==> src/rtl/sar_seq_pkg.sv <==
// constants for the successive-approximation sequencer
package sar_seq_pkg;
    localparam int          RESOLUTION     = 16;
    localparam int          CLOCK_FREQ_HZ  = 10_000_000;
    localparam int          MAX_RATE_SPS   = 600_000;
    // shortest conversion period at the top rate, in whole cycles (rounded down)
    localparam int          MIN_PERIOD_CYC = CLOCK_FREQ_HZ / MAX_RATE_SPS;
    localparam int          OPEN_CYC       = 1;
    localparam int          SETTLE_CYC     = 1;
    localparam logic [15:0] CODE_ZERO      = 16'h0000;
    localparam logic [15:0] CODE_MID       = 16'h8000;
    localparam logic [15:0] CODE_FULL      = 16'hFFFF;
    localparam logic [15:0] RESULT_RESET   = 16'h0000;
endpackage
==> src/rtl/sar_bit_timer.sv <==
// conversion clock divider for bit trials
`timescale 1ns/100ps
`default_nettype none
module sar_bit_timer #(
    parameter int SETTLE = sar_seq_pkg::SETTLE_CYC
) (
    input  wire logic clk,
    input  wire logic rst,
    input  wire logic run,
    output logic      tick
);
    // the counter is eight bits wide, so longer settle counts cannot be served
    if (SETTLE < 1 || SETTLE > 256)
    begin : g_bad_settle
        $error("settle count out of range");
    end

    logic [7:0] cnt_ff;

    // internal conversion clock, no serial clock involved
    always_ff @(posedge clk or posedge rst)
    begin
        if (rst)
            cnt_ff <= 8'h00;
        else if (!run || cnt_ff == 8'(SETTLE - 1))
            cnt_ff <= 8'h00;
        else
            cnt_ff <= cnt_ff + 8'h01;
    end

    assign tick = run && (cnt_ff == 8'(SETTLE - 1));
endmodule
`default_nettype wire

==> src/rtl/sar_conversion_sequencer.sv <==
// successive-approximation conversion sequencer
// Behaviour
// - convert rise after acquisition starts conversion
// - acquisition: sample switches closed, arrays on inputs
// - open sample switches, then arrays to ground
// - sixteen-bit binary search from the top bit
// - after search: acquire, output code, done pulse
// - trials timed by internal conversion clock
// - straight binary output code
// - overrange saturates at all ones
// - underrange saturates at all zeros
// - result belongs to this conversion's sample
// - at most about 526 kSPS at the 10 MHz clock (19-cycle minimum period), powered down between
// - conversion ignores convert input once started
`timescale 1ns/100ps
`default_nettype none
module sar_conversion_sequencer #(
    parameter int BITS   = sar_seq_pkg::RESOLUTION,
    parameter int SETTLE = sar_seq_pkg::SETTLE_CYC
) (
    input  wire logic            CLOCK,
    input  wire logic            RESET,
    input  wire logic            CONVERT_START,
    input  wire logic            COMP_OUT,
    output logic                 SAMPLE_SWITCH_POS,
    output logic                 SAMPLE_SWITCH_NEG,
    output logic                 ARRAY_TO_INPUT,
    output logic [BITS-1:0]      DAC_REF_SEL,
    output logic [BITS-1:0]      RESULT,
    output logic                 DONE,
    output logic                 CONVERTING,
    output logic                 POWER_UP
);
    // settle count kept small so the latency check stays a short delay
    if (BITS != sar_seq_pkg::RESOLUTION || SETTLE < 1 || SETTLE > 16)
    begin : g_bad_param
        $error("unsupported width or settle count");
    end

    localparam int CW       = $clog2(BITS + 1);
    localparam int DONE_LAT = 2 + 16 * SETTLE;

    typedef enum logic [3:0] {
        ST_ACQ   = 4'b0001,
        ST_OPEN  = 4'b0010,
        ST_XFER  = 4'b0100,
        ST_TRIAL = 4'b1000
    } state_t;

    state_t          state_ff;
    logic            cnv_d_ff;
    logic [BITS-1:0] dac_ff;
    logic [BITS-1:0] ptr_ff;
    logic [BITS-1:0] result_ff;
    logic            done_ff;
    logic            tick;
    logic            start;
    logic [CW-1:0]   trials_ff;

    assign start = CONVERT_START && !cnv_d_ff && (state_ff == ST_ACQ);

    sar_bit_timer #(.SETTLE(SETTLE)) u_timer (
        .clk  (CLOCK),
        .rst  (RESET),
        .run  (state_ff == ST_TRIAL),
        .tick (tick)
    );

    always_ff @(posedge CLOCK or posedge RESET)
    begin
        if (RESET)
            cnv_d_ff <= 1'b0;
        else
            cnv_d_ff <= CONVERT_START;
    end

    // convert level not looked at outside acquisition
    always_ff @(posedge CLOCK or posedge RESET)
    begin
        if (RESET)
            state_ff <= ST_ACQ;
        else
        begin
            unique case (state_ff)
                ST_ACQ:   if (start) state_ff <= ST_OPEN;
                ST_OPEN:  state_ff <= ST_XFER;
                ST_XFER:  state_ff <= ST_TRIAL;
                ST_TRIAL: if (tick && ptr_ff[0]) state_ff <= ST_ACQ;
            endcase
        end
    end

    // trial bit set tentatively, kept only when comparator says below input
    always_ff @(posedge CLOCK or posedge RESET)
    begin
        if (RESET)
        begin
            dac_ff <= '0;
            ptr_ff <= '0;
        end
        else if (state_ff == ST_XFER)
        begin
            dac_ff <= sar_seq_pkg::CODE_MID;
            ptr_ff <= sar_seq_pkg::CODE_MID;
        end
        else if (state_ff == ST_TRIAL && tick)
        begin
            dac_ff <= (COMP_OUT ? dac_ff : (dac_ff & ~ptr_ff)) | (ptr_ff >> 1);
            ptr_ff <= ptr_ff >> 1;
        end
        else if (state_ff == ST_ACQ)
        begin
            dac_ff <= '0;
            ptr_ff <= '0;
        end
    end

    // search clamps naturally: all trials kept gives all ones, none kept zero
    always_ff @(posedge CLOCK or posedge RESET)
    begin
        if (RESET)
        begin
            result_ff <= sar_seq_pkg::RESULT_RESET;
            done_ff   <= 1'b0;
        end
        else if (state_ff == ST_TRIAL && tick && ptr_ff[0])
        begin
            result_ff <= COMP_OUT ? dac_ff : (dac_ff & ~ptr_ff);
            done_ff   <= 1'b1;
        end
        else
            done_ff <= 1'b0;
    end

    assign SAMPLE_SWITCH_POS = (state_ff == ST_ACQ);
    assign SAMPLE_SWITCH_NEG = (state_ff == ST_ACQ);
    assign ARRAY_TO_INPUT    = (state_ff == ST_ACQ) || (state_ff == ST_OPEN);
    assign DAC_REF_SEL       = dac_ff;
    assign RESULT            = result_ff;
    assign DONE              = done_ff;
    assign CONVERTING        = (state_ff != ST_ACQ);
    assign POWER_UP          = (state_ff != ST_ACQ);

    // trial counter for checking only, drives no output
    always_ff @(posedge CLOCK or posedge RESET)
    begin
        if (RESET)
            trials_ff <= '0;
        else if (state_ff == ST_XFER)
            trials_ff <= '0;
        else if (state_ff == ST_TRIAL && tick)
            trials_ff <= trials_ff + CW'(1);
    end

    property p_start;
        @(posedge CLOCK) disable iff (RESET)
        start |=> (state_ff == ST_OPEN);
    endproperty
    a_start: assert property (p_start) else $error("start not taken");

    property p_acq_switches;
        @(posedge CLOCK) disable iff (RESET)
        (state_ff == ST_ACQ) |-> SAMPLE_SWITCH_POS && SAMPLE_SWITCH_NEG && ARRAY_TO_INPUT;
    endproperty
    a_acq_switches: assert property (p_acq_switches) else $error("acq switches wrong");

    property p_order;
        @(posedge CLOCK) disable iff (RESET)
        $fell(SAMPLE_SWITCH_POS) |-> ARRAY_TO_INPUT ##1 !ARRAY_TO_INPUT;
    endproperty
    a_order: assert property (p_order) else $error("switch order wrong");

    property p_length;
        @(posedge CLOCK) disable iff (RESET)
        $rose(CONVERTING) |-> ##DONE_LAT DONE;
    endproperty
    a_length: assert property (p_length) else $error("conversion length wrong");

    property p_done_acq;
        @(posedge CLOCK) disable iff (RESET)
        DONE |-> (state_ff == ST_ACQ) && !CONVERTING;
    endproperty
    a_done_acq: assert property (p_done_acq) else $error("done outside acq");

    property p_msb_first;
        @(posedge CLOCK) disable iff (RESET)
        (state_ff == ST_XFER) |=> (DAC_REF_SEL == sar_seq_pkg::CODE_MID);
    endproperty
    a_msb_first: assert property (p_msb_first) else $error("msb not first");

    property p_full;
        @(posedge CLOCK) disable iff (RESET)
        (state_ff == ST_TRIAL) && tick && ptr_ff[0] && COMP_OUT && (dac_ff == '1)
            |=> (RESULT == sar_seq_pkg::CODE_FULL);
    endproperty
    a_full: assert property (p_full) else $error("overrange not clamped");

    property p_zero;
        @(posedge CLOCK) disable iff (RESET)
        (state_ff == ST_TRIAL) && tick && ptr_ff[0] && !COMP_OUT && (dac_ff == BITS'(1))
            |=> (RESULT == sar_seq_pkg::CODE_ZERO);
    endproperty
    a_zero: assert property (p_zero) else $error("underrange not clamped");

    property p_step;
        @(posedge CLOCK) disable iff (RESET)
        (state_ff == ST_TRIAL) && tick && !ptr_ff[0]
            |=> ((DAC_REF_SEL & $past(ptr_ff)) == ($past(COMP_OUT) ? $past(ptr_ff) : '0))
                && ((DAC_REF_SEL & ptr_ff) == ptr_ff);
    endproperty
    a_step: assert property (p_step) else $error("trial bit not kept or cleared");

    property p_trials;
        @(posedge CLOCK) disable iff (RESET)
        DONE |-> (trials_ff == CW'(BITS));
    endproperty
    a_trials: assert property (p_trials) else $error("trial count wrong");

    // result moves only at the edge that raises done
    property p_hold;
        @(posedge CLOCK) disable iff (RESET)
        $changed(RESULT) |-> $rose(DONE);
    endproperty
    a_hold: assert property (p_hold) else $error("result moved without done");

    property p_no_restart;
        @(posedge CLOCK) disable iff (RESET)
        CONVERTING && !DONE |=> CONVERTING || DONE;
    endproperty
    a_no_restart: assert property (p_no_restart) else $error("conversion aborted");
endmodule
`default_nettype wire

==> config.mk <==
export PLATFORM = sky130hd
export DESIGN_NAME = sar_conversion_sequencer
export DESIGN_NICKNAME = d
export VERILOG_FILES = /design/src/rtl/sar_seq_pkg.sv /design/src/rtl/sar_bit_timer.sv /design/src/rtl/sar_conversion_sequencer.sv
export SDC_FILE = /design/constraint.sdc
export NUM_CORES = 1
export LEC_CHECK = 0
export ABC_AREA = 0
export ABC_CLOCK_PERIOD_IN_PS = 5250
export BUFFER_PORTS_ARGS = -buffer_cell sky130_fd_sc_hd__buf_2
export CORE_AREA = 4 4 70 72
export CTS_BUF_LIST = sky130_fd_sc_hd__clkbuf_4 sky130_fd_sc_hd__clkbuf_8
export CTS_CLUSTER_SIZE = 30
export DETAILED_ROUTE_END_ITERATION = 7
export DIE_AREA = 0 0 74 76
export PLACE_DENSITY = 0.9
export SLEW_MARGIN = 5
export SYNTH_ARGS = -nofsm -noshare
export SYNTH_HDL_FRONTEND = slang
export SYNTH_SLANG_ARGS = --single-unit
==> constraint.sdc <==
create_clock -name CLOCK -period 5.25 [get_ports CLOCK]
set_clock_uncertainty 0.15 [all_clocks]
set_input_delay 0 -clock CLOCK [delete_from_list [all_inputs] [get_ports CLOCK]]
set_output_delay 0 -clock CLOCK [all_outputs]
set_load 0.03 [all_outputs]
==> impl_metrics.sql, run 1 <==
INSERT INTO impl_metrics (metric_group, metric, value, unit) VALUES
('timing', 'slew_headroom', '21.97', '%'),
('clock_tree', 'cts-htree-levels', '3', ''),
('detailed_routing', 'post-route-drc-count', '0', ''),
('placed_design', 'placed_area', '2799', 'sq um'),
('timing', 'final.setup.tns', '0', 'ns'),
('job', 'cap_violations', '0', ''),
('yosys', 'synth_top_family_by_area', 'compound AO/OA/AOI/OAI gates', ''),
('clock_tree', 'cts.path.max_buffers', '2', ''),
('setup_path', 'critical_path.startpoint_type', 'flip-flop', ''),
('die', 'die_height', '76', 'um'),
('setup_path', 'worst_r2r_startpoint', 'u_timer.cnt_ff[0]', ''),
('setup_path', 'timing.critical_path.to', 'RESULT[14]', ''),
('yosys', 'synthesis.yosys.warnings', '0', ''),
('setup_path', 'setup.reg_to_reg.worst_slack', '2.49', 'ns'),
('yosys', 'post_synthesis_adder_cell_area_fraction', '0.9592', '%'),
('detailed_routing', 'drtPass1Iterations', '4', ''),
('power', 'power.density', '420.3', 'nW/um^2'),
('timing', 'final.period_utilization', '52.59', '%'),
('setup_path', 'critical_path_arrival', '2.79', 'ns'),
('detailed_routing', 'avgViaCountPerCell', '5.657', ''),
('clock_tree', 'path_clk_slew', '0.06', 'ns'),
('detailed_routing', 'route.vias.total', '1912', ''),
('layout', 'layout.cells.most_common', 'sky130_fd_sc_hd__dfrtp_1', ''),
('timing', 'finalMaxSlewViolations', '0', ''),
('die', 'pin_count', '42', ''),
('setup_path', 'setup.worst_path.start', 'u_timer.cnt_ff[0]', ''),
('layout', 'layout.cell_area.non_filler', '3040', 'sq um'),
('power', 'vdd_drop_max', '0.2677', 'mV'),
('timing', 'rsz0062_at_grt', 'false', ''),
('layout', 'mostFrequentLayoutCells', 'sky130_fd_sc_hd__dfrtp_1, sky130_fd_sc_hd__buf_2, sky130_fd_sc_hd__o21ai_0', ''),
('yosys', 'synth.net_count', '247', ''),
('yosys', 'synth-xor-area-share', '2.350', '%'),
('die', 'starting_density_of_the_core', '60.75', '%'),
('setup_path', 'worst-path-max-fanout', '34', ''),
('detailed_routing', 'dr.first_iter.drc_count', '148', ''),
('setup_path', 'r2r-end', 'RESULT[14]', ''),
('status', 'status', 'completed', ''),
('clock_tree', 'total_clock_sinks', '62', ''),
('die', 'die-area', '5624', 'sq um'),
('global_routing', 'grt_pass1_wl', '8887', 'um'),
('yosys', 'postSynthAreaPerCell', '10.82', 'sq um'),
('layout', 'layout-drive-gt1-share', '22.38', '%'),
('clock_tree', 'clock_insertion_delay_worst_skew', '0.34', 'ns'),
('global_routing', 'grt_pass1_vias', '1861', ''),
('detailed_routing', 'detail_route.wirelength', '5234', 'um'),
('setup_path', 'r2r.worst_path.cells', '6', ''),
('setup_path', 'criticalPathCategory', 'reg2reg', ''),
('timing', 'max_freq', '362.2', 'MHz'),
('global_routing', 'gr-usage-all-layers', '20.83', '%'),
('timing', 'shortest_clock_period_the_worst_path_allows_after_layout', '2.761', 'ns'),
('hold_path', 'min_path_cells', '3', ''),
('setup_path', 'crit_required', '5.27', 'ns'),
('power', 'finalPower', '1.278', 'mW'),
('yosys', 'syn_inst', '241', ''),
('yosys', 'post_synth_mux_area_share', '0', '%'),
('yosys', 'ys_ff_latch', '62', ''),
('global_routing', 'grt_start_max_net_pins', '63', ''),
('global_routing', 'antenna_violations_before_repair', '0', ''),
('power', 'power_leakage', '1.620', 'nW'),
('die', 'core-area', '4294', 'sq um'),
('clock_tree', 'cts_tree', 'yes', ''),
('placed_design', 'place.gp.congestion', '0.7960', ''),
('die', 'die-width', '74', 'um'),
('timing', 'worst_pin_slew', '1.167', 'ns'),
('yosys', 'synth_compound_gate_area_share', '19.38', '%'),
('yosys', 'synthSimpleGateAreaFrac', '11.41', '%'),
('timing', 'setup_viol_count_final', '0', ''),
('yosys', 'portion_of_the_post_synthesis_area_used_by_sequential_elements', '59.52', '%'),
('placed_design', 'hpwl_after_detailed_placement', '3364', 'um'),
('setup_path', 'critical_path.endpoint_type', 'flip-flop', ''),
('die', 'rows', '24', ''),
('clock_tree', 'cts_root_buf', 'sky130_fd_sc_hd__clkbuf_8', ''),
('placed_design', 'numPortBuffers', '41', ''),
('timing', 'final_hold_viol_count', '0', ''),
('clock_tree', 'numCtsBuffers', '9', ''),
('global_routing', 'remaining_global_route_overflow', '0', ''),
('layout', 'antennaDiodeCount', '0', ''),
('layout', 'layout-area-overhead-vs-synth', '16.55', '%'),
('yosys', 'netlist_area', '2609', 'sq um'),
('detailed_routing', 'route.antenna.remaining_nets', '0', ''),
('hold_path', 'holdCritPathClass', 'in2reg', ''),
('yosys', 'synth_cell_type_count', '34', ''),
('detailed_routing', 'detail_route.wl_per_cell', '15.49', 'um'),
('layout', 'layout.nets', '288', '');
-- where the power goes --
| part | switching [mW] | leakage, nW | internal (mW) | total, mW |
|---|---|---|---|---|
| registers | 0.0455 | 0.809 | 0.521 | 0.567 |
| clock network | 0.175 | 0.115 | 0.289 | 0.463 |
| logic | 0.172 | 0.696 | 0.0754 | 0.248 |
| total | 0.392 | 1.62 | 0.886 | 1.28 |
-- through the flow --
stage / hold slack (ns) / std cells / util [%] / setup slack, ns
floorplan: -0.1186 / 241 / - / 3.187
global placement: -0.02698 / 321 / 65.18 / 2.627
detailed placement: -0.02373 / 321 / 65.18 / 2.547
CTS: 0.03497 / 338 / 70.80 / 2.497
global route: 0.09648 / 338 / 70.80 / 2.147
finish: 0.03631 / 338 / 70.80 / 2.489
-- synthesized netlist by cell type --
| cell | count | area [sq um] |
|---|---|---|
| sky130_fd_sc_hd__a21o_1 | 14 | 105.1 |
| sky130_fd_sc_hd__a21oi_1 | 15 | 75.07 |
| sky130_fd_sc_hd__a221o_1 | 1 | 10.01 |
| sky130_fd_sc_hd__a22o_1 | 13 | 113.9 |
| sky130_fd_sc_hd__a32o_1 | 2 | 20.02 |
| sky130_fd_sc_hd__and2_1 | 1 | 6.260 |
| sky130_fd_sc_hd__and3_1 | 4 | 25.02 |
| sky130_fd_sc_hd__and3_4 | 1 | 11.26 |
| sky130_fd_sc_hd__buf_2 | 4 | 20.02 |
| sky130_fd_sc_hd__buf_4 | 2 | 15.01 |
| sky130_fd_sc_hd__buf_6 | 3 | 33.78 |
| sky130_fd_sc_hd__clkbuf_1 | 5 | 18.77 |
| sky130_fd_sc_hd__dfrtp_1 | 61 | 1526 |
| sky130_fd_sc_hd__dfstp_2 | 1 | 26.28 |
| sky130_fd_sc_hd__ha_1 | 2 | 25.02 |
| sky130_fd_sc_hd__inv_1 | 21 | 78.83 |
| sky130_fd_sc_hd__nand2_1 | 23 | 86.33 |
| sky130_fd_sc_hd__nand2b_1 | 1 | 6.260 |
| sky130_fd_sc_hd__nand3_1 | 6 | 30.03 |
| sky130_fd_sc_hd__nand3_2 | 1 | 10.01 |
| sky130_fd_sc_hd__nand4_1 | 1 | 6.260 |
| sky130_fd_sc_hd__nor2_1 | 10 | 37.54 |
| sky130_fd_sc_hd__nor3_1 | 1 | 5.000 |
| sky130_fd_sc_hd__nor4b_1 | 1 | 8.760 |
| sky130_fd_sc_hd__nor4b_2 | 1 | 15.01 |
| sky130_fd_sc_hd__nor4b_4 | 1 | 23.77 |
| sky130_fd_sc_hd__o211ai_1 | 1 | 7.510 |
| sky130_fd_sc_hd__o21ai_0 | 26 | 130.1 |
| sky130_fd_sc_hd__o21ai_1 | 7 | 35.03 |
| sky130_fd_sc_hd__o22a_1 | 1 | 8.760 |
| sky130_fd_sc_hd__or2_2 | 1 | 6.260 |
| sky130_fd_sc_hd__or4b_1 | 2 | 20.02 |
| sky130_fd_sc_hd__xnor2_1 | 2 | 17.52 |
| sky130_fd_sc_hd__xor2_1 | 5 | 43.79 |
-- worst max-delay path, stage by stage (launching register included) --
cell	delay, ns
sky130_fd_sc_hd__dfrtp_1	0.43
sky130_fd_sc_hd__inv_1	0.08
sky130_fd_sc_hd__ha_1	0.13
sky130_fd_sc_hd__nor4b_2	0.34
sky130_fd_sc_hd__nand4_1	0.98
sky130_fd_sc_hd__nand2_1	0.38
sky130_fd_sc_hd__o21ai_1	0.12
-- worst min-delay path by stage --
| stage | from | to | slack (ns) |
|---|---|---|---|
| global placement | CONVERT_START | cnv_d_ff | -0.03 |
| CTS | COMP_OUT | RESULT[11] | 0.03 |
| floorplan | CONVERT_START | cnv_d_ff | -0.12 |
| detailed placement | CONVERT_START | cnv_d_ff | -0.02 |
| global route | COMP_OUT | RESULT[11] | 0.1 |
| finish | COMP_OUT | RESULT[11] | 0.04 |
-- kinds of logic (layout without fill, tap and decap cells) --
family / after synthesis / after routing
buffers and inverters: 35 / 80
and+or+nand+nor: 55 / 55
DFF: 62 / 62
adders and majority gates: 2 / 2
AOI/OAI and AO/OA: 80 / 80
xor gates and xnor gates: 7 / 7
-- registers in the layout (all words and copies together) (netlist names) --
signal	cells
DAC_REF_SEL	16
RESULT	16
ptr_ff	16
u_timer.cnt_ff	8
state_ff	4
DONE	1
cnv_d_ff	1
-- repair_timing --
item / 4_1_cts / 5_1_grt
gates resized for setup: 0 / 0
hold endpoints to repair: 64 / 0
buffers inserted: 0 / 0
hold buffers: 2 / 0
-- layout make-up --
type	count	area (sq um)
timing repair buffer	44	232.7
clock buffer	11	151.4
inverter	21	78.83
clock inverter	4	70.07
fill	302	1254
sequential	62	1553
multi-input combinational	144	889.6
tap	52	65.06
-- routing by layer --
metal / wire (um) / vias up / track usage (%)
met5: 0 / - / 0
met4: 88 / 0 / 7.428
met3: 372 / 7 / 7.256
met2: 2442 / 67 / 30.94
met1: 2329 / 923 / 28.17
li1: - / 915 / -
No activity file was read; power rests on OpenSTA's default activity.
==> run 2, diff against run 1 <==
--- a/config.mk
+++ b/config.mk
@@ -6,14 +6,14 @@
 export NUM_CORES = 1
 export LEC_CHECK = 0
 export ABC_AREA = 0
-export ABC_CLOCK_PERIOD_IN_PS = 5250
+export ABC_CLOCK_PERIOD_IN_PS = 2650
 export BUFFER_PORTS_ARGS = -buffer_cell sky130_fd_sc_hd__buf_2
-export CORE_AREA = 4 4 70 72
+export CORE_AREA = 4 4 73 75
 export CTS_BUF_LIST = sky130_fd_sc_hd__clkbuf_4 sky130_fd_sc_hd__clkbuf_8
 export CTS_CLUSTER_SIZE = 30
 export DETAILED_ROUTE_END_ITERATION = 7
-export DIE_AREA = 0 0 74 76
-export PLACE_DENSITY = 0.9
+export DIE_AREA = 0 0 77 79
+export PLACE_DENSITY = 0.84
 export SLEW_MARGIN = 5
 export SYNTH_ARGS = -nofsm -noshare
 export SYNTH_HDL_FRONTEND = slang
==> constraint.sdc (replaced) <==
create_clock -name CLOCK -period 2.65 [get_ports CLOCK]
set_clock_uncertainty 0.15 [all_clocks]
set_input_delay 0 -clock CLOCK [delete_from_list [all_inputs] [get_ports CLOCK]]
set_output_delay 0 -clock CLOCK [all_outputs]
set_load 0.03 [all_outputs]
==> impl_metrics.sql, run 2 (synthesis results as in run 1) <==
INSERT INTO impl_metrics (metric_group, metric, value, unit) VALUES
('status', 'status', 'completed', ''),
('setup_path', 'crit_path_max_incr_delay', '0.59', 'ns'),
('layout', 'layout.nets', '292', ''),
('timing', 'setup_slack', '0.5172', 'ns'),
('timing', 'setup_viol_count_final', '0', ''),
('setup_path', 'critical_path_arrival', '1.98', 'ns'),
('timing', 'shortest_clock_period_the_worst_path_allows_after_layout', '2.133', 'ns'),
('layout', 'layout.cell_area.non_filler', '3060', 'sq um'),
('clock_tree', 'ctsResizeCount', '0', ''),
('die', 'die-width', '77', 'um'),
('timing', 'finalMaxSlewViolations', '0', ''),
('clock_tree', 'cts_root_buf', 'sky130_fd_sc_hd__clkbuf_8', ''),
('clock_tree', 'total_clock_sinks', '62', ''),
('die', 'core-area', '4661', 'sq um'),
('global_routing', 'grt_pass1_wl', '8790', 'um'),
('global_routing', 'grt_start_max_net_pins', '31', ''),
('setup_path', 'critical_path.n_buffers_inverters', '2', ''),
('timing', 'worst_hold_slack', '0.04505', 'ns'),
('die', 'rows', '25', ''),
('layout', 'layout-drive-gt1-share', '23.71', '%'),
('setup_path', 'setup.reg_to_reg.worst_slack', '0.56', 'ns'),
('clock_tree', 'cts.path.max_buffers', '2', ''),
('timing', 'final.period_utilization', '80.48', '%'),
('setup_path', 'r2r.worst_path.cells', '3', ''),
('layout', 'layout.cells.most_common', 'sky130_fd_sc_hd__dfrtp_1', ''),
('die', 'pin_count', '42', ''),
('detailed_routing', 'dr.first_iter.drc_count', '91', ''),
('power', 'power.density', '811.1', 'nW/um^2'),
('placed_design', 'place.gp.congestion', '0.8717', ''),
('clock_tree', 'cts-htree-levels', '3', ''),
('hold_path', 'holdCritPathClass', 'in2reg', ''),
('job', 'cap_violations', '0', ''),
('setup_path', 'critical_path.startpoint_type', 'flip-flop', ''),
('clock_tree', 'cts_tree', 'yes', ''),
('timing', 'slew_headroom', '59.70', '%'),
('detailed_routing', 'post-route-drc-count', '0', ''),
('setup_path', 'worst_r2r_startpoint', 'state_ff[0]', ''),
('setup_path', 'cpLargestDelayFamily', 'simple AND/OR/NAND/NOR gates', ''),
('clock_tree', 'path_clk_slew', '0.07', 'ns'),
('setup_path', 'crit_required', '2.50', 'ns'),
('die', 'die-area', '6083', 'sq um'),
('setup_path', 'worst-path-max-fanout', '7', ''),
('placed_design', 'numPortBuffers', '41', ''),
('global_routing', 'gr-usage-all-layers', '18.86', '%'),
('power', 'vdd_drop_max', '0.5602', 'mV'),
('die', 'starting_density_of_the_core', '55.97', '%'),
('hold_path', 'min_path_cells', '3', ''),
('global_routing', 'antenna_violations_before_repair', '0', ''),
('die', 'die_height', '79', 'um'),
('timing', 'final_hold_viol_count', '0', ''),
('clock_tree', 'post_cts_setup_bufs', '0', ''),
('placed_design', 'hpwl_after_detailed_placement', '3529', 'um'),
('timing', 'max_freq', '468.9', 'MHz'),
('setup_path', 'critical_path.endpoint_type', 'output pin', ''),
('placed_design', 'placed_area', '2831', 'sq um'),
('setup_path', 'cells_along_the_critical_path', 'or4b_1 -> inv_1 -> or2_2 -> buf_2', ''),
('layout', 'antennaDiodeCount', '0', ''),
('power', 'power_leakage', '1.630', 'nW'),
('detailed_routing', 'detail_route.wl_per_cell', '14.74', 'um'),
('global_routing', 'remaining_global_route_overflow', '0', ''),
('layout', 'mostFrequentLayoutCells', 'sky130_fd_sc_hd__dfrtp_1, sky130_fd_sc_hd__buf_2, sky130_fd_sc_hd__o21ai_0', ''),
('power', 'finalPower', '2.482', 'mW'),
('layout', 'layout-area-overhead-vs-synth', '17.31', '%'),
('global_routing', 'grt_pass1_vias', '1888', ''),
('setup_path', 'criticalPathCategory', 'reg2out', ''),
('clock_tree', 'clock_insertion_delay_worst_skew', '0.34', 'ns'),
('clock_tree', 'numCtsBuffers', '9', ''),
('detailed_routing', 'route.antenna.remaining_nets', '0', ''),
('setup_path', 'r2r-end', 'DAC_REF_SEL[14]', ''),
('timing', 'worst_pin_slew', '0.6037', 'ns'),
('setup_path', 'setup.worst_path.start', 'state_ff[0]', ''),
('hold_path', 'holdPathEnd', 'RESULT[3]', ''),
('timing', 'final.setup.tns', '0', 'ns'),
('detailed_routing', 'drtPass1Iterations', '4', ''),
('setup_path', 'slowest_stage', 'sky130_fd_sc_hd__dfstp_2', ''),
('detailed_routing', 'avgViaCountPerCell', '5.504', ''),
('detailed_routing', 'route.vias.total', '1899', ''),
('detailed_routing', 'detail_route.wirelength', '5087', 'um'),
('placed_design', 'detailedPlace.worstSlack', '0.5703', 'ns'),
('hold_path', 'min-delay-start', 'COMP_OUT', ''),
('timing', 'rsz0062_at_grt', 'false', '');
-- run 2: what timing repair did --
action,in CTS,in global routing
setup endpoints to repair,0,0
hold endpoints to repair,31,0
hold buffers,2,0
-- run 2: metrics by stage --
| stage | instances | utilization, % |
|---|---|---|
| floorplan | 241 | - |
| global placement | 327 | 60.75 |
| detailed placement | 327 | 60.75 |
| CTS | 345 | 65.66 |
| global route | 345 | 65.66 |
| finish | 345 | 65.66 |
-- run 2: layout make-up --
type | count | area, sq um
clock buffer | 13 | 166.4
clock inverter | 3 | 42.54
fill | 375 | 1600
inverter | 21 | 78.83
multi-input combinational | 144 | 889.6
sequential | 62 | 1553
tap | 54 | 67.56
timing repair buffer | 48 | 262.8
-- run 2: power by group --
part	switching (mW)	total [mW]	internal, mW
registers	0.0860	1.12	1.03
clock network	0.358	0.863	0.505
logic	0.341	0.501	0.159
-- run 2: worst max path at each step --
stage               cells after the start  slack (ns)              end
finish                                  4        0.52   ARRAY_TO_INPUT
detailed placement                      3        0.57  DAC_REF_SEL[14]
CTS                                     4        0.51   ARRAY_TO_INPUT
global placement                        3        0.64  DAC_REF_SEL[14]
global route                            7        0.40        RESULT[5]
floorplan                               6        0.59        ptr_ff[0]
-- run 2: worst min-delay path, stage by stage --
cell	delay, ns
sky130_fd_sc_hd__buf_2	0.19
sky130_fd_sc_hd__o21ai_0	0.21
sky130_fd_sc_hd__o21ai_0	0.09
-- run 2: metal layers --
metal / wire, um / track usage, %
met1: 2378 / 24.36
met2: 2330 / 29.27
met3: 300 / 6.576
met4: 77 / 7.651
met5: 0 / 0
==> run 3, diff against run 2 <==
--- a/config.mk
+++ b/config.mk
@@ -6,7 +6,7 @@
 export NUM_CORES = 1
 export LEC_CHECK = 0
 export ABC_AREA = 0
-export ABC_CLOCK_PERIOD_IN_PS = 2650
+export ABC_CLOCK_PERIOD_IN_PS = 2110
 export BUFFER_PORTS_ARGS = -buffer_cell sky130_fd_sc_hd__buf_2
 export CORE_AREA = 4 4 73 75
 export CTS_BUF_LIST = sky130_fd_sc_hd__clkbuf_4 sky130_fd_sc_hd__clkbuf_8
==> constraint.sdc (replaced) <==
create_clock -name CLOCK -period 2.11 [get_ports CLOCK]
set_clock_uncertainty 0.15 [all_clocks]
set_input_delay 0 -clock CLOCK [delete_from_list [all_inputs] [get_ports CLOCK]]
set_output_delay 0 -clock CLOCK [all_outputs]
set_load 0.03 [all_outputs]
==> impl_metrics.sql, run 3 (synthesis results as in run 1) <==
INSERT INTO impl_metrics (metric_group, metric, value, unit) VALUES
('status', 'status', 'completed', ''),
('setup_path', 'r2r-end', 'DAC_REF_SEL[14]', ''),
('hold_path', 'holdCritPathClass', 'in2reg', ''),
('layout', 'multi_input_area', '889.6', 'sq um'),
('setup_path', 'critical_path_arrival', '2.06', 'ns'),
('setup_path', 'critical_path.endpoint_type', 'flip-flop', ''),
('placed_design', 'numPortBuffers', '41', ''),
('detailed_routing', 'avgViaCountPerCell', '5.560', ''),
('placed_design', 'hpwl_after_detailed_placement', '3672', 'um'),
('layout', 'layout.cells.most_common', 'sky130_fd_sc_hd__dfrtp_1', ''),
('setup_path', 'setup.reg_to_reg.worst_slack', '0.12', 'ns'),
('die', 'rows', '25', ''),
('detailed_routing', 'post-route-drc-count', '0', ''),
('hold_path', 'holdPathEnd', 'RESULT[15]', ''),
('timing', 'setup_viol_count_final', '0', ''),
('die', 'die_height', '79', 'um'),
('setup_path', 'critical_path.startpoint_type', 'flip-flop', ''),
('setup_path', 'criticalPathCategory', 'reg2reg', ''),
('clock_tree', 'cts_tree', 'yes', ''),
('detailed_routing', 'dr.first_iter.drc_count', '128', ''),
('clock_tree', 'cts.path.max_buffers', '2', ''),
('die', 'starting_density_of_the_core', '55.97', '%'),
('hold_path', 'min-delay-start', 'COMP_OUT', ''),
('timing', 'final_hold_viol_count', '0', ''),
('layout', 'seq_area', '1553', 'sq um'),
('global_routing', 'grt_start_max_net_pins', '38', ''),
('power', 'power_leakage', '1.658', 'nW'),
('placed_design', 'place.detailed.instances', '330', ''),
('global_routing', 'antenna_violations_before_repair', '0', ''),
('timing', 'rsz0062_at_grt', 'false', ''),
('clock_tree', 'post_cts_setup_bufs', '0', ''),
('clock_tree', 'cts_root_buf', 'sky130_fd_sc_hd__clkbuf_8', ''),
('global_routing', 'gr-usage-all-layers', '19.90', '%'),
('detailed_routing', 'drtPass1Iterations', '4', ''),
('detailed_routing', 'route.vias.total', '1935', ''),
('placed_design', 'place.gp.congestion', '0.8577', ''),
('setup_path', 'crit_required', '2.18', 'ns'),
('die', 'die-width', '77', 'um'),
('setup_path', 'worst_r2r_startpoint', 'state_ff[0]', ''),
('power', 'vdd_drop_max', '0.7949', 'mV'),
('setup_path', 'r2r.worst_path.cells', '3', ''),
('power', 'power.density', '1056', 'nW/um^2'),
('detailed_routing', 'route.antenna.remaining_nets', '0', ''),
('timing', 'final.period_utilization', '94.16', '%'),
('detailed_routing', 'detail_route.wl_per_cell', '15.37', 'um'),
('die', 'die-area', '6083', 'sq um'),
('timing', 'slew_headroom', '63.65', '%'),
('job', 'cap_violations', '0', ''),
('timing', 'shortest_clock_period_the_worst_path_allows_after_layout', '1.987', 'ns'),
('global_routing', 'remaining_global_route_overflow', '0', ''),
('die', 'core-area', '4661', 'sq um'),
('timing', 'finalMaxSlewViolations', '0', ''),
('timing', 'final.setup.tns', '0', 'ns'),
('clock_tree', 'cts-htree-levels', '3', ''),
('layout', 'mostFrequentLayoutCells', 'sky130_fd_sc_hd__dfrtp_1, sky130_fd_sc_hd__buf_2, sky130_fd_sc_hd__o21ai_0', ''),
('global_routing', 'grt_pass1_wl', '9321', 'um'),
('clock_tree', 'path_clk_slew', '0.07', 'ns'),
('detailed_routing', 'detail_route.wirelength', '5350', 'um'),
('hold_path', 'min_path_cells', '4', ''),
('setup_path', 'worst-path-max-fanout', '28', ''),
('clock_tree', 'numCtsBuffers', '9', ''),
('clock_tree', 'total_clock_sinks', '62', ''),
('placed_design', 'placed_area', '2867', 'sq um'),
('layout', 'final_cell_count_no_fill', '348', ''),
('layout', 'layout.nets', '295', ''),
('clock_tree', 'clock_insertion_delay_worst_skew', '0.34', 'ns'),
('layout', 'layout-area-overhead-vs-synth', '20.00', '%'),
('die', 'pin_count', '42', ''),
('timing', 'max_freq', '503.3', 'MHz'),
('global_routing', 'grt_pass1_vias', '1982', ''),
('layout', 'antennaDiodeCount', '0', ''),
('layout', 'layout-drive-gt1-share', '24.83', '%'),
('layout', 'filler_cell_count', '356', ''),
('timing', 'worst_pin_slew', '0.5445', 'ns'),
('layout', 'layout.cell_area.non_filler', '3131', 'sq um');
[run 3: cell count changes in the layout (fill, tap and decap cells not counted)]
cell,change
sky130_fd_sc_hd__buf_12,+1
sky130_fd_sc_hd__buf_4,+2
sky130_fd_sc_hd__bufinv_16,+2
sky130_fd_sc_hd__clkbuf_4,-2
sky130_fd_sc_hd__clkbuf_8,-2
sky130_fd_sc_hd__clkinv_4,+1
sky130_fd_sc_hd__inv_1,-1
sky130_fd_sc_hd__inv_2,+1
sky130_fd_sc_hd__inv_6,+1
[run 3: routing by layer]
| layer | wire (um) | track usage, % |
|---|---|---|
| met1 | 2356 | 24.64 |
| met2 | 2569 | 31.27 |
| met3 | 337 | 4.989 |
| met4 | 87 | 12.81 |
| met5 | 0 | 0 |
[run 3: worst max path at each step]
stage,start,end,slack (ns),cells past startpoint
after global placement,state_ff[0],DAC_REF_SEL[14],0.18,3
after detailed placement,state_ff[0],DAC_REF_SEL[14],0.16,3
after CTS,state_ff[0],ARRAY_TO_INPUT,0.09,4
final,state_ff[0],DAC_REF_SEL[14],0.12,3
after global routing,state_ff[0],ARRAY_TO_INPUT,0.02,4
after floorplan,state_ff[0],ptr_ff[0],0.05,6
[run 3: power by group]
group	switching, mW	internal (mW)	total, mW
logic	0.426	0.209	0.635
registers	0.110	1.30	1.41
clock network	0.478	0.788	1.27
total	1.01	2.29	3.31
[run 3: critical path: stages (launching register included)]
cell                      delay (ns)
sky130_fd_sc_hd__dfstp_2        0.59
sky130_fd_sc_hd__or4b_1         0.50
sky130_fd_sc_hd__and3_4         0.30
sky130_fd_sc_hd__a221o_1        0.32
[run 3: cell type report]
type | count | area share, %
timing repair buffer | 51 | 9.512
multi-input combinational | 144 | 28.42
clock inverter | 7 | 3.837
clock buffer | 9 | 3.957
sequential | 62 | 49.60
tap | 54 | 2.158
inverter | 21 | 2.518
[run 3: stage by stage]
| stage | setup WS [ns] | total power, mW | utilization (%) | hold WS, ns |
|---|---|---|---|---|
| 6_report | 0.1233 | 3.307 | 67.17 | 0.05415 |
| 5_1_grt | 0.02207 | 3.460 | 67.17 | 0.09565 |
| 4_1_cts | 0.08539 | 3.335 | 67.17 | 0.05076 |
| 3_5_place_dp | 0.1562 | 2.064 | 61.50 | -0.07259 |
| 3_3_place_gp | 0.1818 | 2.044 | 61.50 | -0.07251 |
| 2_1_floorplan | 0.04700 | 1.930 | - | -0.1186 |
[run 3: what timing repair did]
item | 4_1_cts | 5_1_grt
hold buffers | 2 | 0
endpoints found under the setup margin | 0 | 1
resized for setup | 0 | 1
endpoints found under the hold margin | 64 | 0
